`src/hdl/bss_params.svh`:
```
`ifndef BSS_PARAMS_SVH
`define BSS_PARAMS_SVH

// Boot source field codes
`define BSS_FLD_USB_A     4'h6
`define BSS_FLD_USB_B     4'h7
`define BSS_FLD_SSP       4'h8
`define BSS_FLD_UART3     4'h9
// Strap codes, pin3 is the msb
`define BSS_STR_UART0     4'h0
`define BSS_STR_QSPI      4'h1
`define BSS_STR_MEM8      4'h2
`define BSS_STR_MEM16     4'h3
`define BSS_STR_MEM32     4'h4
`define BSS_STR_USB_A     4'h5
`define BSS_STR_USB_B     4'h6
`define BSS_STR_SSP       4'h7
`define BSS_STR_UART3     4'h8
// Pin function codes for the shared flash port pins
`define BSS_PINFN_GPIO    3'h0
`define BSS_PINFN_SSP     3'h2
`define BSS_PINFN_QSPI    3'h3
// Cycles after reset release before straps are caught
`define BSS_SYNC_CYCLES   2'h2

`endif

```
`src/hdl/bss_pkg.sv`:
```
package bss_pkg;

  // Boot modes, one-hot except BSS_NONE, which is all zero
  typedef enum logic [9:0] {
    BSS_NONE  = 10'h000,
    BSS_UART0 = 10'h001,
    BSS_QSPI  = 10'h002,
    BSS_MEM8  = 10'h004,
    BSS_MEM16 = 10'h008,
    BSS_MEM32 = 10'h010,
    BSS_USB_A = 10'h020,
    BSS_USB_B = 10'h040,
    BSS_SSP   = 10'h080,
    BSS_UART3 = 10'h100,
    BSS_BAD   = 10'h200
  } bss_mode_t;

  // Capture sequencer states, one-hot
  typedef enum logic [1:0] {
    BSS_ST_FILL = 2'h1,
    BSS_ST_HOLD = 2'h2
  } bss_state_t;

  // Decoded boot result
  typedef struct packed {
    bss_mode_t  mode;
    logic [1:0] mem_width;  // 0:8 1:16 2:32 bits
    logic [2:0] flash_pinfn;
    logic       from_field;
  } bss_boot_t;

endpackage

```
`src/hdl/bss_top.sv`:
```
`timescale 1ns/1ns
`include "bss_params.svh"
module bss_top (
  // Clock and reset
  input  wire logic              clock,
  input  wire logic              resetn,
  // Boot sources
  input  wire logic [3:0]        boot_source_field,
  input  wire logic              boot_strap_pin3,
  input  wire logic              boot_strap_pin2,
  input  wire logic              boot_strap_pin1,
  input  wire logic              boot_strap_pin0,
  // Result
  output bss_pkg::bss_boot_t     boot,
  output logic                   boot_valid
);

  // Synchroniser stages for the pins and the fuse field
  logic [3:0]          strap_meta;
  logic [3:0]          strap_sync;
  logic [3:0]          field_meta;
  logic [3:0]          field_sync;
  // Capture sequencer
  bss_pkg::bss_state_t state;
  bss_pkg::bss_state_t next_state;
  logic [1:0]          wait_cnt;
  logic [1:0]          next_wait_cnt;
  // Decoded result and its next value
  bss_pkg::bss_boot_t  dec;
  bss_pkg::bss_boot_t  next_boot;
  // Named decode wires
  wire [3:0]           strap_word;
  wire                 in_fill;
  wire                 in_hold;
  wire                 fill_done;

  // Gather the four straps, pin3 is the msb
  assign strap_word = {boot_strap_pin3, boot_strap_pin2,
                       boot_strap_pin1, boot_strap_pin0};

  // Straps are board pins, asynchronous to clock: two flops.
  // No reset here, so the chain keeps filling while reset is low.
  always_ff @(posedge clock) begin
    strap_meta <= strap_word;
    strap_sync <= strap_meta;
  end

  // Fuse field sits in another power domain, treated the same way.
  // Both words are static after power-up, so no gray code; a pin
  // that moves inside the fill window can tear the captured word.
  always_ff @(posedge clock) begin
    field_meta <= boot_source_field;
    field_sync <= field_meta;
  end

  // Table lookup on the settled words
  bss_decode u_dec (
    .field (field_sync),
    .strap (strap_sync),
    .boot  (dec)
  );

  // Sequencer decode
  assign in_fill   = (state == bss_pkg::BSS_ST_FILL);
  assign in_hold   = (state == bss_pkg::BSS_ST_HOLD);
  assign fill_done = in_fill && (wait_cnt == `BSS_SYNC_CYCLES);

  // Fill for a fixed count, then hold until the next reset.
  // The count covers the synchroniser depth, nothing more.
  always_comb begin
    next_state    = state;
    next_wait_cnt = wait_cnt;
    case (state)
      bss_pkg::BSS_ST_FILL: begin
        if (fill_done) begin
          next_state = bss_pkg::BSS_ST_HOLD;
        end else begin
          next_wait_cnt = wait_cnt + 2'h1;
        end
      end
      bss_pkg::BSS_ST_HOLD: begin
        next_state = bss_pkg::BSS_ST_HOLD;
      end
      default: begin
        next_state    = bss_pkg::BSS_ST_FILL;
        next_wait_cnt = 2'h0;
      end
    endcase
  end

  // Result loads once, on the edge that leaves the fill state
  assign next_boot = fill_done ? dec : boot;

  // Sequencer registers; a stray code falls back to filling
  always_ff @(posedge clock) begin
    if (!resetn) begin
      state    <= bss_pkg::BSS_ST_FILL;
      wait_cnt <= 2'h0;
    end else begin
      state    <= next_state;
      wait_cnt <= next_wait_cnt;
    end
  end

  // Cleared in reset so a loader sees no mode before capture.
  // Pin changes after capture are ignored until the next reset.
  always_ff @(posedge clock) begin
    if (!resetn) begin
      boot <= '0;
    end else begin
      boot <= next_boot;
    end
  end

  // Valid is the hold state itself, so it comes from a flop
  assign boot_valid = in_hold;
endmodule

```
`src/hdl/bss_decode.sv`:
```
`timescale 1ns/1ns
`include "bss_params.svh"
module bss_decode (
  // Sources
  input  wire logic [3:0]         field,
  input  wire logic [3:0]         strap,
  // Result
  output bss_pkg::bss_boot_t      boot
);

  wire use_field = (field != 4'h0);
  bss_pkg::bss_mode_t fmode;
  bss_pkg::bss_mode_t smode;
  bss_pkg::bss_mode_t mode;

  // Field table
  always_comb begin
    case (field)
      `BSS_FLD_USB_A: fmode = bss_pkg::BSS_USB_A;
      `BSS_FLD_USB_B: fmode = bss_pkg::BSS_USB_B;
      `BSS_FLD_SSP:   fmode = bss_pkg::BSS_SSP;
      `BSS_FLD_UART3: fmode = bss_pkg::BSS_UART3;
      default:        fmode = bss_pkg::BSS_BAD;
    endcase
  end

  // Strap table
  always_comb begin
    case (strap)
      `BSS_STR_UART0: smode = bss_pkg::BSS_UART0;
      `BSS_STR_QSPI:  smode = bss_pkg::BSS_QSPI;
      `BSS_STR_MEM8:  smode = bss_pkg::BSS_MEM8;
      `BSS_STR_MEM16: smode = bss_pkg::BSS_MEM16;
      `BSS_STR_MEM32: smode = bss_pkg::BSS_MEM32;
      `BSS_STR_USB_A: smode = bss_pkg::BSS_USB_A;
      `BSS_STR_USB_B: smode = bss_pkg::BSS_USB_B;
      `BSS_STR_SSP:   smode = bss_pkg::BSS_SSP;
      `BSS_STR_UART3: smode = bss_pkg::BSS_UART3;
      default:        smode = bss_pkg::BSS_BAD;
    endcase
  end

  // Field wins over straps
  assign mode = use_field ? fmode : smode;
  assign boot.mode = mode;
  assign boot.from_field = use_field;
  assign boot.mem_width = (mode == bss_pkg::BSS_MEM32) ? 2'h2 :
                          (mode == bss_pkg::BSS_MEM16) ? 2'h1 : 2'h0;
  // Same pins, different function per flash kind
  assign boot.flash_pinfn =
    (mode == bss_pkg::BSS_QSPI) ? `BSS_PINFN_QSPI :
    (mode == bss_pkg::BSS_SSP)  ? `BSS_PINFN_SSP  :
    `BSS_PINFN_GPIO;

endmodule

```
`config.mk`:
```
export PLATFORM = sky130hd
export DESIGN_NAME = bss_top
export DESIGN_NICKNAME = d
export VERILOG_FILES = /design/src/hdl/bss_pkg.sv /design/src/hdl/bss_top.sv /design/src/hdl/bss_decode.sv
export VERILOG_INCLUDE_DIRS = /design/src /design/src/hdl
export SDC_FILE = /design/constraint.sdc
export NUM_CORES = 1
export LEC_CHECK = 0
export ABC_AREA = 1
export BUFFER_PORTS_ARGS = -buffer_cell sky130_fd_sc_hd__buf_2
export CAP_MARGIN = 20
export CORE_MARGIN = 2
export CORE_UTILIZATION = 35
export CTS_CLUSTER_DIAMETER = 50
export DETAILED_ROUTE_END_ITERATION = 10
export GPL_TIMING_DRIVEN = 0
export PLACE_DENSITY = 0.59
export SKIP_CTS_REPAIR_TIMING = 1
export SYNTH_ARGS = -nofsm -noshare
export SYNTH_HDL_FRONTEND = slang
export SYNTH_HIERARCHICAL = 1
export SYNTH_SLANG_ARGS = --single-unit
export TNS_END_PERCENT = 50
```
`constraint.sdc`:
```
create_clock -name clock -period 2.9 [get_ports clock]
set_clock_uncertainty 0.2 [all_clocks]
set_input_delay 0.58 -clock clock [delete_from_list [all_inputs] [get_ports clock]]
set_output_delay 0.58 -clock clock [all_outputs]
set_load 0.01 [all_outputs]
```
# [Yosys cells after proc, flatten, opt, wreduce, memory -nomap -nowiden]
# Memory sizes are Yosys's and may differ from the RTL's. A register that Yosys moved wholly into a read port is not among the register bits.
# Cells that the tools add are included.
[totals] mem_bits_ro=160 ram_bits=0 memories=1 elab_cells=38 register_bits=32 latchBits=0
[mem_list] memory="(name not given)" depth=16 word_bits=10 read_ports=1 rd_ports_with_merged_regs=1 write_ports=0 line="bss_decode.sv:29" rtl="case (strap)"
[classes] n_reduce_logical=3 n_lt_le_gt_ge=0 n_addsub=1 shift=0 n_mux=10 eq_ne=13 div=0 bitwise_logic=1 multipliers=0
[op_table] operator="$pmux W10 S4" count=1
[op_table] operator="$eq A10 B2 Y1 const B" count=1
[op_table] operator="$eq A10 B4 Y1 const B" count=1
[op_table] operator="$eq A10 B5 Y1 const B" count=1
[op_table] operator="$eq A10 B8 Y1 const B" count=1
[op_table] operator="$mux W10" count=1
[op_table] operator="$eq A4 B3 Y1 const B" count=2
[op_table] operator="$eq A4 B4 Y1 const B" count=2
[op_table] operator="$mux W2" count=4
[op_table] operator="$pmux W2 S2" count=2
[op_table] operator="$eq A2 B2 Y1 const B" count=2
[op_table] operator="$reduce_bool A4 Y1" count=1
[op_table] operator="$mux W3" count=1
[op_table] operator="$add A2 B1 Y2 const B" count=1
[op_table] operator="$eq A2 B1 Y1 const B" count=1
[op_table] operator="$ne A2 B1 Y1 const B" count=1
[op_table] operator="$ne A2 B2 Y1 const B" count=1
[op_table] operator="$reduce_and A2 Y1" count=1
[op_table] operator="$logic_and A1 B1 Y1" count=1
[op_table] operator="$mux W1" count=1
[op_table] operator="$not A1 Y1" count=1

# [Depth between registers and ports, before layout]
# Gate-level depths: netlist (run 1).
[depth] depth_word=6 mapped_depth=8 mapped_depth_nobuf=8

# [Cells and area by module]
# Netlist (run 1), hierarchy kept.
[by_module_without_submodules] mod="bss_top" area_each_um2=1132.3 cells_each=120 seq_area_each_um2=720.7 instances=1
[by_module_without_submodules] mod="bss_decode" area_each_um2=266.5 cells_each=53 seq_area_each_um2=0.0 instances=1

# [Worst setup path after synthesis (run 1)]
# No wires, ideal clock.
[synth_timing] path_type="reg-to-output" start="register state[0]" end="output boot_valid" path_slack_ps=1497 path_stages_with_launch=3 required_ps=2120 t_arrival_ps=623 path_cell_list="dfxtp_1 -> inv_1 -> ha_1"
[synth_between] elab_chain_cells=1
[synth_rtl] element="start, declared" line="bss_top.sv:24" rtl="bss_pkg::bss_state_t state;"
[synth_rtl] element="start signal, assigned" line="bss_top.sv:97" rtl="state <= bss_pkg::BSS_ST_FILL;"
[synth_rtl] element="start signal, assigned" line="bss_top.sv:100" rtl="state <= next_state;"
[synth_rtl] element="$eq A2 B2 Y1" line="bss_top.sv:65" rtl="assign in_hold = (state == bss_pkg::BSS_ST_HOLD);"
[synth_rtl] element="end, declared" line="bss_top.sv:15" rtl="output logic boot_valid"
# No other way between the ends.

# [Worst setup path after layout (run 1)]
# Same ends and word-level chain as after synthesis.

==> results of run 1 <==
[power groups by stage]
| stage | clock, uW | combinational, uW | sequential (uW) |
|---|---|---|---|
| 4_1_cts | 370 | 407 | 626 |
| 3_5_place_dp | 0 | 407 | 638 |
| 3_3_place_gp | 0 | 402 | 635 |
| 2_1_floorplan | 0 | 290 | 652 |
| 6_report | 353 | 400 | 625 |
| 5_1_grt | 391 | 458 | 635 |
[sequential cells by signal, indices dropped and copies added, names as in the netlist]
register    count
boot           16
field_meta      4
field_sync      4
state           2
strap_meta      4
strap_sync      4
wait_cnt        2
[worst register-to-register path: cells and delay by family, from the launching register on]
kind / cells / cell delay, ns
simple gates: 3 / 0.27
flops: 1 / 0.36
fa+ha+maj: 1 / 0.24
buf+inv: 3 / 0.27
[metal layers]
layer | share of wire (%) | track usage (%) | up-vias
met2 | 44 | 17.08 | 22
met3 | 5.6 | 4.833 | 7
met5 | 0 | 0 | -
met1 | 48 | 12.51 | 473
li1 | - | - | 598
met4 | 2.7 | 7.653 | 0
[how the worst max path moves through the flow]
stage                                from    endpoint  slack, ns  cells after the start
CTS                 state[0]$_SDFFE_PN1P_  boot_valid       1.03                      3
finish              state[0]$_SDFFE_PN1P_  boot_valid       1.05                      3
global placement    state[0]$_SDFFE_PN1P_  boot_valid       1.37                      3
floorplan           state[0]$_SDFFE_PN1P_  boot_valid       1.50                      2
global route        state[0]$_SDFFE_PN1P_  boot_valid       0.98                      3
detailed placement  state[0]$_SDFFE_PN1P_  boot_valid       1.35                      3
[final cells by class]
type / count / area, um^2 / share of cell area, %
clock inverters: 2 / 10.01 / 0.5970
flip-flops and latches: 36 / 720.7 / 42.99
well taps: 48 / 60.06 / 3.582
inverters: 21 / 83.83 / 5.000
plain buffers: 6 / 53.80 / 3.209
multi-input cells: 110 / 540.5 / 32.24
clock buffers: 6 / 82.58 / 4.925
repair buffers: 25 / 125.1 / 7.463
[logic make-up after synthesis]
| group | after synthesis | share of synthesized area [%] |
|---|---|---|
| fa+ha+maj | 4 | 3.578 |
| other cells | 1 | 0.2681 |
| flops | 36 | 51.52 |
| buf+inv | 27 | 9.839 |
| compound gates | 21 | 7.513 |
| simple gates | 84 | 27.28 |
[through the flow]
stage	instances	total power [uW]	util [%]	hold WS (ns)	worst slack, ns
after global routing	254	1484	44.79	0.1312	0.9848
after floorplan	173	941.5	-	0.1096	1.497
final	254	1377	44.79	0.1266	1.053
after CTS	254	1403	44.79	0.1287	1.031
after detailed placement	246	1044	42.31	0.1121	1.349
after global placement	246	1037	42.31	0.1102	1.373
[placed cells by master, fill, tap and decap left out, types with 4 or more instances in the layout]
master and n:
ha_1 4, o21ai_0 10, nor2_1 47, o21ai_1 11
dfxtp_1 36, inv_1 20, clkbuf_8 6, nand2_1 20
buf_2 25, nand3_1 6
==> results by group, run 1 <==
Outcome
  • Status: completed

Clock tree
  • Maximum buffer depth of the clock tree: 2
  • Clock slew at reported path FFs: 0.07 ns
  • CTS tree: built
  • Total CTS buffers: 5
  • Clock root cell: clkbuf_8
  • Clock Latency Late Sink: 0.28 ns
  • Clock Sinks: 36
  • H-tree depth: 2

Drt
  • Via count: 1100
  • DRT Wirelength: 2250 um
  • WL per Instance: 8.858 um
  • Post-route DRC: 0
  • Vias/cell: 4.331
  • Initial DRC Count: 34
  • Antenna-violating nets left: 0
  • Drt pass-1 iters: 3

Layout
  • Synthesis-to-finish area growth: 19.86%
  • Final nets: 219
  • Share of cells above drive strength 1: 22.33%
  • Diodes inserted: 0
  • Design Area, Final: 1677 um^2
  • # fillers: 394

Yosys
  • Post-synthesis cell type count: 20
  • Syn nets: 187
  • Share of the yosys chip area belonging to registers: 51.52%
  • EDFF count, synth: 0
  • Synth top area share: 51.52%
  • Count leader, synth: nor2_1
  • Seq cells post-synth: 36
  • Yosys warnings: 6
  • Post-synth top area cell: dfxtp_1
  • Post-Syn Instances: 173
  • Synth top area cells: dfxtp_1, nor2_1, inv_1
  • Dominant synthesized flop cell: dfxtp_1
  • Syn avg cell area: 8.086 um^2
  • Commonest cells post-synth: nor2_1, dfxtp_1, inv_1, nand2_1, o21ai_1
  • Async SR Flop Fraction: 0%
  • Synth Cell Area: 1399 um^2

Global routing
  • Vias in the first global route: 884
  • First-pass GRT wire length: 3670 um
  • Global route overflow: 0
  • Initial antenna violation count: 0
  • Total GRT Usage: 11.17%
  • Largest net degree at the start of global routing: 12

Pwr
  • Sw power: 438.9 uW
  • Power share of the combinational group: 29.0%
  • Reg power frac: 45.4%
  • Worst vdd ir: 363.1 uV
  • Clock share of power: 25.6%
  • Leak: 0.0008320 uW
  • Pwr Density: 821.5 nW/um^2
  • Sw frac: 31.86%
  • Int Pwr: 938.5 uW

Die
  • I/O pin count: 27
  • Die Y: 67.22 um
  • Die Span X: 67.22 um
  • Row count: 22
  • Core area: 3744 um^2
  • Effective utilization at floorplan: 37.37%
  • Full die area: 4519 um^2

Place
  • Port bufs: 25
  • Post-placement cell area: 1584 um^2
  • Placer Congestion: 0.7457
  • Final HPWL DP: 1697 um

Worst setup path
  • RR Endpoint: boot[5]$_SDFFE_PN0P_
  • WP buf/inv: 2
  • Critical-path top delay cell: dfxtp_1
  • RR Startpoint: state[1]$_SDFFE_PN0P_
  • FF-to-FF path depth: 7
  • Crit path capture type: output port
  • Slowest cell delay on critical path: 0.38 ns
  • Worst R2R Setup Slack: 1.46 ns
  • Worst-path cell chain: inv_1 > ha_1 > buf_2
  • Critical path type: reg2out
  • CP required: 2.12 ns
  • Startpoint type of the worst setup path: flop
  • Delay-heaviest family, CP: flip-flops
  • Critical-path maximum fanout: 4
  • Critical Path AT: 1.07 ns

Hold path
  • Hold_sp: field_meta[2]$_DFF_P_
  • Worst Hold Depth: 0
  • Worst hold endpoint: field_sync[2]$_DFF_P_
  • Hold WC Path Type: reg2reg

STA
  • Final setup viols: 0
  • Max-slew violations: 0
  • Max Freq: 541.4 MHz
  • Final hold violations: 0
  • RSZ-0062 raised after global routing: no
  • Fin crit share: 63.69%
  • Crit path time final: 1.847 ns
  • Final TNS setup: 0 ns

Job
  • Max-cap violations: 0
(Power assumes the default switching activity.)
==> run 2, diff against run 1 <==
==> constraint.sdc (replaced) <==
create_clock -name clock -period 1.9 [get_ports clock]
set_clock_uncertainty 0.2 [all_clocks]
set_input_delay 0.38 -clock clock [delete_from_list [all_inputs] [get_ports clock]]
set_output_delay 0.38 -clock clock [all_outputs]
set_load 0.01 [all_outputs]
==> results by group, run 2 (synthesis gave the netlist of run 1 again) <==
Outcome
  • Status: completed

Drt
  • Antenna-violating nets left: 0 (unchanged)
  • Vias/cell: 4.298 (-0.76%)
  • Via count: 1126 (+2.4%)
  • Initial DRC Count: 37 (+8.8%)
  • WL per Instance: 8.966 um (+1.2%)
  • Post-route DRC: 0 (unchanged)
  • Drt pass-1 iters: 3 (unchanged)
  • DRT Wirelength: 2349 um (+4.4%)

Layout
  • Synthesis-to-finish area growth: 25.58%
  • Most common cell after layout, fill and taps aside: nor2_1
  • Share of cells above drive strength 1: 21.50% (-0.83 points)
  • # fillers: 387 (-1.8%)
  • Max reg flops: 16 (unchanged)
  • Diodes inserted: 0 (unchanged)
  • Final nets: 227 (+3.7%)
  • Top reg by flops: boot
  • Most frequent cells in the layout: nor2_1, dfxtp_1, buf_2
  • Fin util: 46.93% (+2.1 points)

Die
  • Full die area: 4519 um^2 (unchanged)
  • I/O pin count: 27 (unchanged)
  • Row count: 22 (unchanged)
  • Core area: 3744 um^2 (unchanged)
  • Die Span X: 67.22 um (unchanged)
  • Die Y: 67.22 um (unchanged)
  • Effective utilization at floorplan: 37.37% (unchanged)

Hold path
  • Worst hold endpoint: field_sync[2]$_DFF_P_
  • Worst Hold Depth: 0 (unchanged)
  • Hold WC Path Type: reg2reg
  • Hold_sp: field_meta[2]$_DFF_P_

Pwr
  • Worst vdd ir: 563.3 uV (+55%)
  • Reg power frac: 45.1% (-0.3 points)
  • Int Pwr: 1443 uW (+54%)
  • Pwr Density: 1204 nW/um^2 (+47%)
  • Power share of the combinational group: 29.4% (+0.4 points)
  • Sw frac: 31.79% (-0.074 points)
  • Clock share of power: 25.5% (about the same)
  • Sw power: 672.6 uW (+53%)
  • Leak: 0.0008654 uW (+4.0%)

Worst setup path
  • Critical-path maximum fanout: 4 (unchanged)
  • FF-to-FF path depth: 7 (unchanged)
  • Startpoint type of the worst setup path: flop
  • Worst-path cell chain: inv_1 > ha_1 > buf_2
  • Delay-heaviest family, CP: flip-flops
  • RR Endpoint: boot[5]$_SDFFE_PN0P_
  • WP buf/inv: 2 (unchanged)
  • RR Startpoint: state[1]$_SDFFE_PN0P_
  • Critical-path top delay cell: dfxtp_1
  • Critical path type: reg2out
  • CP required: 1.32 ns (-0.80 ns)
  • Worst R2R Setup Slack: 0.46 ns (-1.00 ns)
  • Crit path capture type: output port
  • Critical Path AT: 1.07 ns (about the same)
  • Slowest cell delay on critical path: 0.37 ns (about the same)

Place
  • Port bufs: 25 (unchanged)
  • Final HPWL DP: 1697 um (unchanged)
  • DP Worst Slack: 0.4570 ns (-0.8916 ns)
  • Placer Congestion: 0.7457 (unchanged)

Clock tree
  • Clock slew at reported path FFs: 0.07 ns (about the same)
  • CTS tree: built
  • Clock root cell: clkbuf_8
  • Maximum buffer depth of the clock tree: 2 (unchanged)
  • H-tree depth: 2 (unchanged)
  • Total CTS buffers: 5 (unchanged)
  • Clock Sinks: 36 (unchanged)
  • Clock Latency Late Sink: 0.28 ns (about the same)

STA
  • Max Freq: 607.1 MHz
  • Final hold violations: 0 (unchanged)
  • Final setup viols: 0 (unchanged)
  • Slack of the critical path: 0.2529 ns (-0.8000 ns)
  • RSZ-0062 raised after global routing: no
  • Final TNS setup: 0 ns (unchanged)
  • Crit path time final: 1.647 ns
  • Max-slew violations: 0 (unchanged)
  • Fin crit share: 86.69%

Job
  • Max-cap violations: 0 (unchanged)

Global routing
  • Global route overflow: 0 (unchanged)
  • First-pass GRT wire length: 3670 um (unchanged)
  • Total GRT Usage: 11.17% (unchanged)
  • Vias in the first global route: 884 (unchanged)
  • Largest net degree at the start of global routing: 12 (unchanged)
  • Initial antenna violation count: 0 (unchanged)
run 2: changes by cell type in the layout (fill, tap and decap cells not counted), sizes merged:
cell         delta
dlygate4sd3     +8
run 2: metal layers:
| layer | wire length [um] | share of wire, % | GRT usage [%] | vias up |
|---|---|---|---|---|
| li1 | - | - | - | 614 |
| met1 | 1106 | 47 | 12.51 | 483 |
| met3 | 122 | 5.2 | 4.833 | 7 |
| met5 | 0 | 0 | 0 | - |
| met2 | 1060 | 45 | 17.08 | 22 |
| met4 | 60 | 2.6 | 7.653 | 0 |
run 2: power groups by stage:
stage | registers (uW) | clock network, uW | logic [uW]
2_1_floorplan | 994 | 0 | 443
3_3_place_gp | 969 | 0 | 614
3_5_place_dp | 973 | 0 | 621
4_1_cts | 956 | 564 | 621
5_1_grt | 969 | 598 | 713
6_report | 954 | 539 | 623
run 2: worst register-to-register path, delay by kind of cell, from the launching register on:
kind | cells | cell delay [ns]
simple gates | 3 | 0.27
buf+inv | 3 | 0.27
flops | 1 | 0.36
fa+ha+maj | 1 | 0.24
run 2: cell type report:
type	instances	area (um^2)	area share, %
flip-flops and latches	36	720.7	41.03
multi-input cells	110	540.5	30.77
repair buffers	33	205.2	11.68
inverters	21	83.83	4.772
clock buffers	6	82.58	4.701
well taps	48	60.06	3.419
plain buffers	6	53.80	3.063
clock inverters	2	10.01	0.5698
run 2: worst max-delay path by stage:
stage                          start  cells after the start                     to  slack, ns
5_1_grt        state[0]$_SDFFE_PN1P_                      3             boot_valid       0.18
3_5_place_dp   state[1]$_SDFFE_PN0P_                      7   boot[5]$_SDFFE_PN0P_       0.46
4_1_cts        state[0]$_SDFFE_PN1P_                      3             boot_valid       0.23
6_report       state[0]$_SDFFE_PN1P_                      3             boot_valid       0.25
3_3_place_gp   state[0]$_SDFFE_PN1P_                      5  boot[15]$_SDFFE_PN0P_       0.47
2_1_floorplan  state[1]$_SDFFE_PN0P_                      7  boot[15]$_SDFFE_PN0P_       0.57
run 2: per-stage QoR:
| stage | power [uW] | cells | hold WS [ns] | area, um^2 |
|---|---|---|---|---|
| floorplan | 1437 | 173 | 0.1096 | 1399 |
| global placement | 1583 | 246 | 0.1102 | 1584 |
| detailed placement | 1594 | 246 | 0.1121 | 1584 |
| CTS | 2142 | 254 | -0.01864 | 1677 |
| global route | 2280 | 262 | 0.1312 | 1757 |
| finish | 2116 | 262 | 0.1267 | 1757 |
==> run 3, diff against run 2 <==
--- a/config.mk
+++ b/config.mk
@@ -9,6 +9,7 @@
 export ABC_AREA = 1
 export BUFFER_PORTS_ARGS = -buffer_cell sky130_fd_sc_hd__buf_2
 export CAP_MARGIN = 20
+export CORE_ASPECT_RATIO = 0.6
 export CORE_MARGIN = 2
 export CORE_UTILIZATION = 35
 export CTS_CLUSTER_DIAMETER = 50
@@ -16,6 +17,7 @@
 export GPL_TIMING_DRIVEN = 0
 export PLACE_DENSITY = 0.59
 export SKIP_CTS_REPAIR_TIMING = 1
+export SKIP_LAST_GASP = 1
 export SYNTH_ARGS = -nofsm -noshare
 export SYNTH_HDL_FRONTEND = slang
 export SYNTH_HIERARCHICAL = 1
==> results by group, run 3 (synthesis gave the netlist of run 1 again) <==
Layout
  • Share of cells above drive strength 1: 21.50% (unchanged)
  • Synthesis-to-finish area growth: 25.49% (about the same)
  • Diodes inserted: 0 (unchanged)
  • Final nets: 227 (unchanged)
  • Most common cell after layout, fill and taps aside: nor2_1
  • Max reg flops: 16 (unchanged)
  • Top reg by flops: boot
  • # fillers: 367 (-5.2%)
  • Most frequent cells in the layout: nor2_1, dfxtp_1, buf_2

Die
  • I/O pin count: 27 (unchanged)
  • Full die area: 4535 um^2 (+0.37%)
  • Core area: 3744 um^2 (unchanged)
  • Die Span X: 85.62 um (+27%)
  • Effective utilization at floorplan: 37.37% (unchanged)
  • Row count: 17 (-23%)
  • Die Y: 52.97 um (-21%)

Pwr
  • Worst vdd ir: 562.8 uV (about the same)
  • Pwr Density: 1215 nW/um^2 (+0.90%)
  • Leak: 0.0008548 uW (-1.2%)

Global routing
  • Vias in the first global route: 964 (+9.0%)
  • Total GRT Usage: 12.55% (+1.4 points)
  • Largest net degree at the start of global routing: 14 (+2)
  • Global route overflow: 0 (unchanged)
  • Initial antenna violation count: 0 (unchanged)
  • First-pass GRT wire length: 4284 um (+17%)

Clock tree
  • Clock Sinks: 36 (unchanged)
  • Clock Latency Late Sink: 0.29 ns (about the same)
  • H-tree depth: 2 (unchanged)
  • Clock root cell: clkbuf_8
  • Total CTS buffers: 5 (unchanged)
  • Maximum buffer depth of the clock tree: 2 (unchanged)
  • Clock slew at reported path FFs: 0.07 ns (about the same)
  • CTS tree: built

Hold path
  • Worst hold endpoint: strap_sync[0]$_DFF_P_
  • Hold WC Path Type: reg2reg
  • Worst Hold Depth: 0 (unchanged)
  • Hold_sp: strap_meta[0]$_DFF_P_

Place
  • Final HPWL DP: 1928 um (+14%)
  • DP Worst Slack: 0.4337 ns (-0.02333 ns)
  • Placer Congestion: 0.7863 (+5.4%)
  • Port bufs: 25 (unchanged)

STA
  • Final setup viols: 0 (unchanged)
  • RSZ-0062 raised after global routing: no
  • Max Freq: 607.6 MHz (about the same)
  • Crit path time final: 1.646 ns (-0.001214 ns)
  • Final hold violations: 0 (unchanged)
  • Final TNS setup: 0 ns (unchanged)
  • Fin crit share: 86.62% (about the same)
  • Smallest hold slack: 0.1305 ns (+0.003856 ns)
  • Slack of the critical path: 0.2542 ns (+0.001214 ns)
  • Max-slew violations: 0 (unchanged)

Drt
  • Drt pass-1 iters: 4 (+1)
  • Via count: 1107 (-1.7%)
  • Post-route DRC: 0 (unchanged)
  • Initial DRC Count: 34 (-8.1%)
  • Vias/cell: 4.241 (-1.3%)
  • DRT Wirelength: 2574 um (+9.6%)
  • Antenna-violating nets left: 0 (unchanged)
  • WL per Instance: 9.862 um (+10%)

Worst setup path
  • Critical Path AT: 1.07 ns (about the same)
  • RR Endpoint: boot[5]$_SDFFE_PN0P_
  • CP required: 1.32 ns (about the same)
  • Critical-path maximum fanout: 4 (unchanged)
  • FF-to-FF path depth: 5 (-2)
  • Startpoint type of the worst setup path: flop
  • Worst R2R Setup Slack: 0.42 ns (-0.04 ns)
  • Critical path type: reg2out
  • Crit path capture type: output port
  • RR Startpoint: state[0]$_SDFFE_PN1P_

Job
  • Max-cap violations: 0 (unchanged)

Outcome
  • Status: completed
==> run 3: changes by cell type in the layout (fill, tap and decap cells not counted) <==
cell        change
clkinvlp_4      +2
clkinv_4        +1
clkbuf_8        -1
clkinv_2        -2
==> run 3: worst max path at each step <==
stage	start	endpoint	slack, ns	cells after the start
final	state[0]$_SDFFE_PN1P_	boot_valid	0.25	3
after global routing	state[0]$_SDFFE_PN1P_	boot_valid	0.19	3
after CTS	state[0]$_SDFFE_PN1P_	boot_valid	0.24	3
after detailed placement	state[0]$_SDFFE_PN1P_	boot[5]$_SDFFE_PN0P_	0.43	5
after global placement	state[0]$_SDFFE_PN1P_	boot[5]$_SDFFE_PN0P_	0.46	5
after floorplan	state[1]$_SDFFE_PN0P_	boot[15]$_SDFFE_PN0P_	0.57	7
==> run 3: metrics by stage <==
stage / instance area, um^2 / util (%) / std cells / total power (uW)
2_1_floorplan: 1399 / - / 173 / 1437
3_3_place_gp: 1583 / 42.28 / 245 / 1592
3_5_place_dp: 1583 / 42.28 / 245 / 1602
4_1_cts: 1675 / 44.75 / 253 / 2148
5_1_grt: 1755 / 46.89 / 261 / 2311
6_report: 1755 / 46.89 / 261 / 2133
==> run 3: critical path, cell delays in order, from the launching register on <==
cell and delay, ns:
dfxtp_1 0.38, inv_1 0.06, ha_1 0.20, buf_2 0.14
==> run 3: routing by layer <==
layer | part of all wire [%] | up-vias | global-route usage [%]
li1 | - | 614 | -
met5 | 0 | - | 0
met3 | 6.4 | 2 | 4.992
met2 | 37 | 22 | 17.06
met4 | 0.39 | 0 | 4.762
met1 | 56 | 469 | 17.55
==> run 3: area by class of cell <==
class                      instances  area, um^2  share of cell area [%]
sequential                        36       720.7                   41.05
multi-input combinational        110       540.5                   30.79
timing repair buffer              33       205.2                   11.69
inverter                          21       83.83                   4.775
clock buffer                       5       68.82                   3.920
tap                               47       58.81                   3.350
buffer                             6       53.80                   3.065
clock inverter                     3       23.77                   1.354
==> run 3: report_power, final <==
group | internal, uW | switching (uW)
clock | 259 | 284
sequential | 882 | 69.9
combinational | 274 | 365
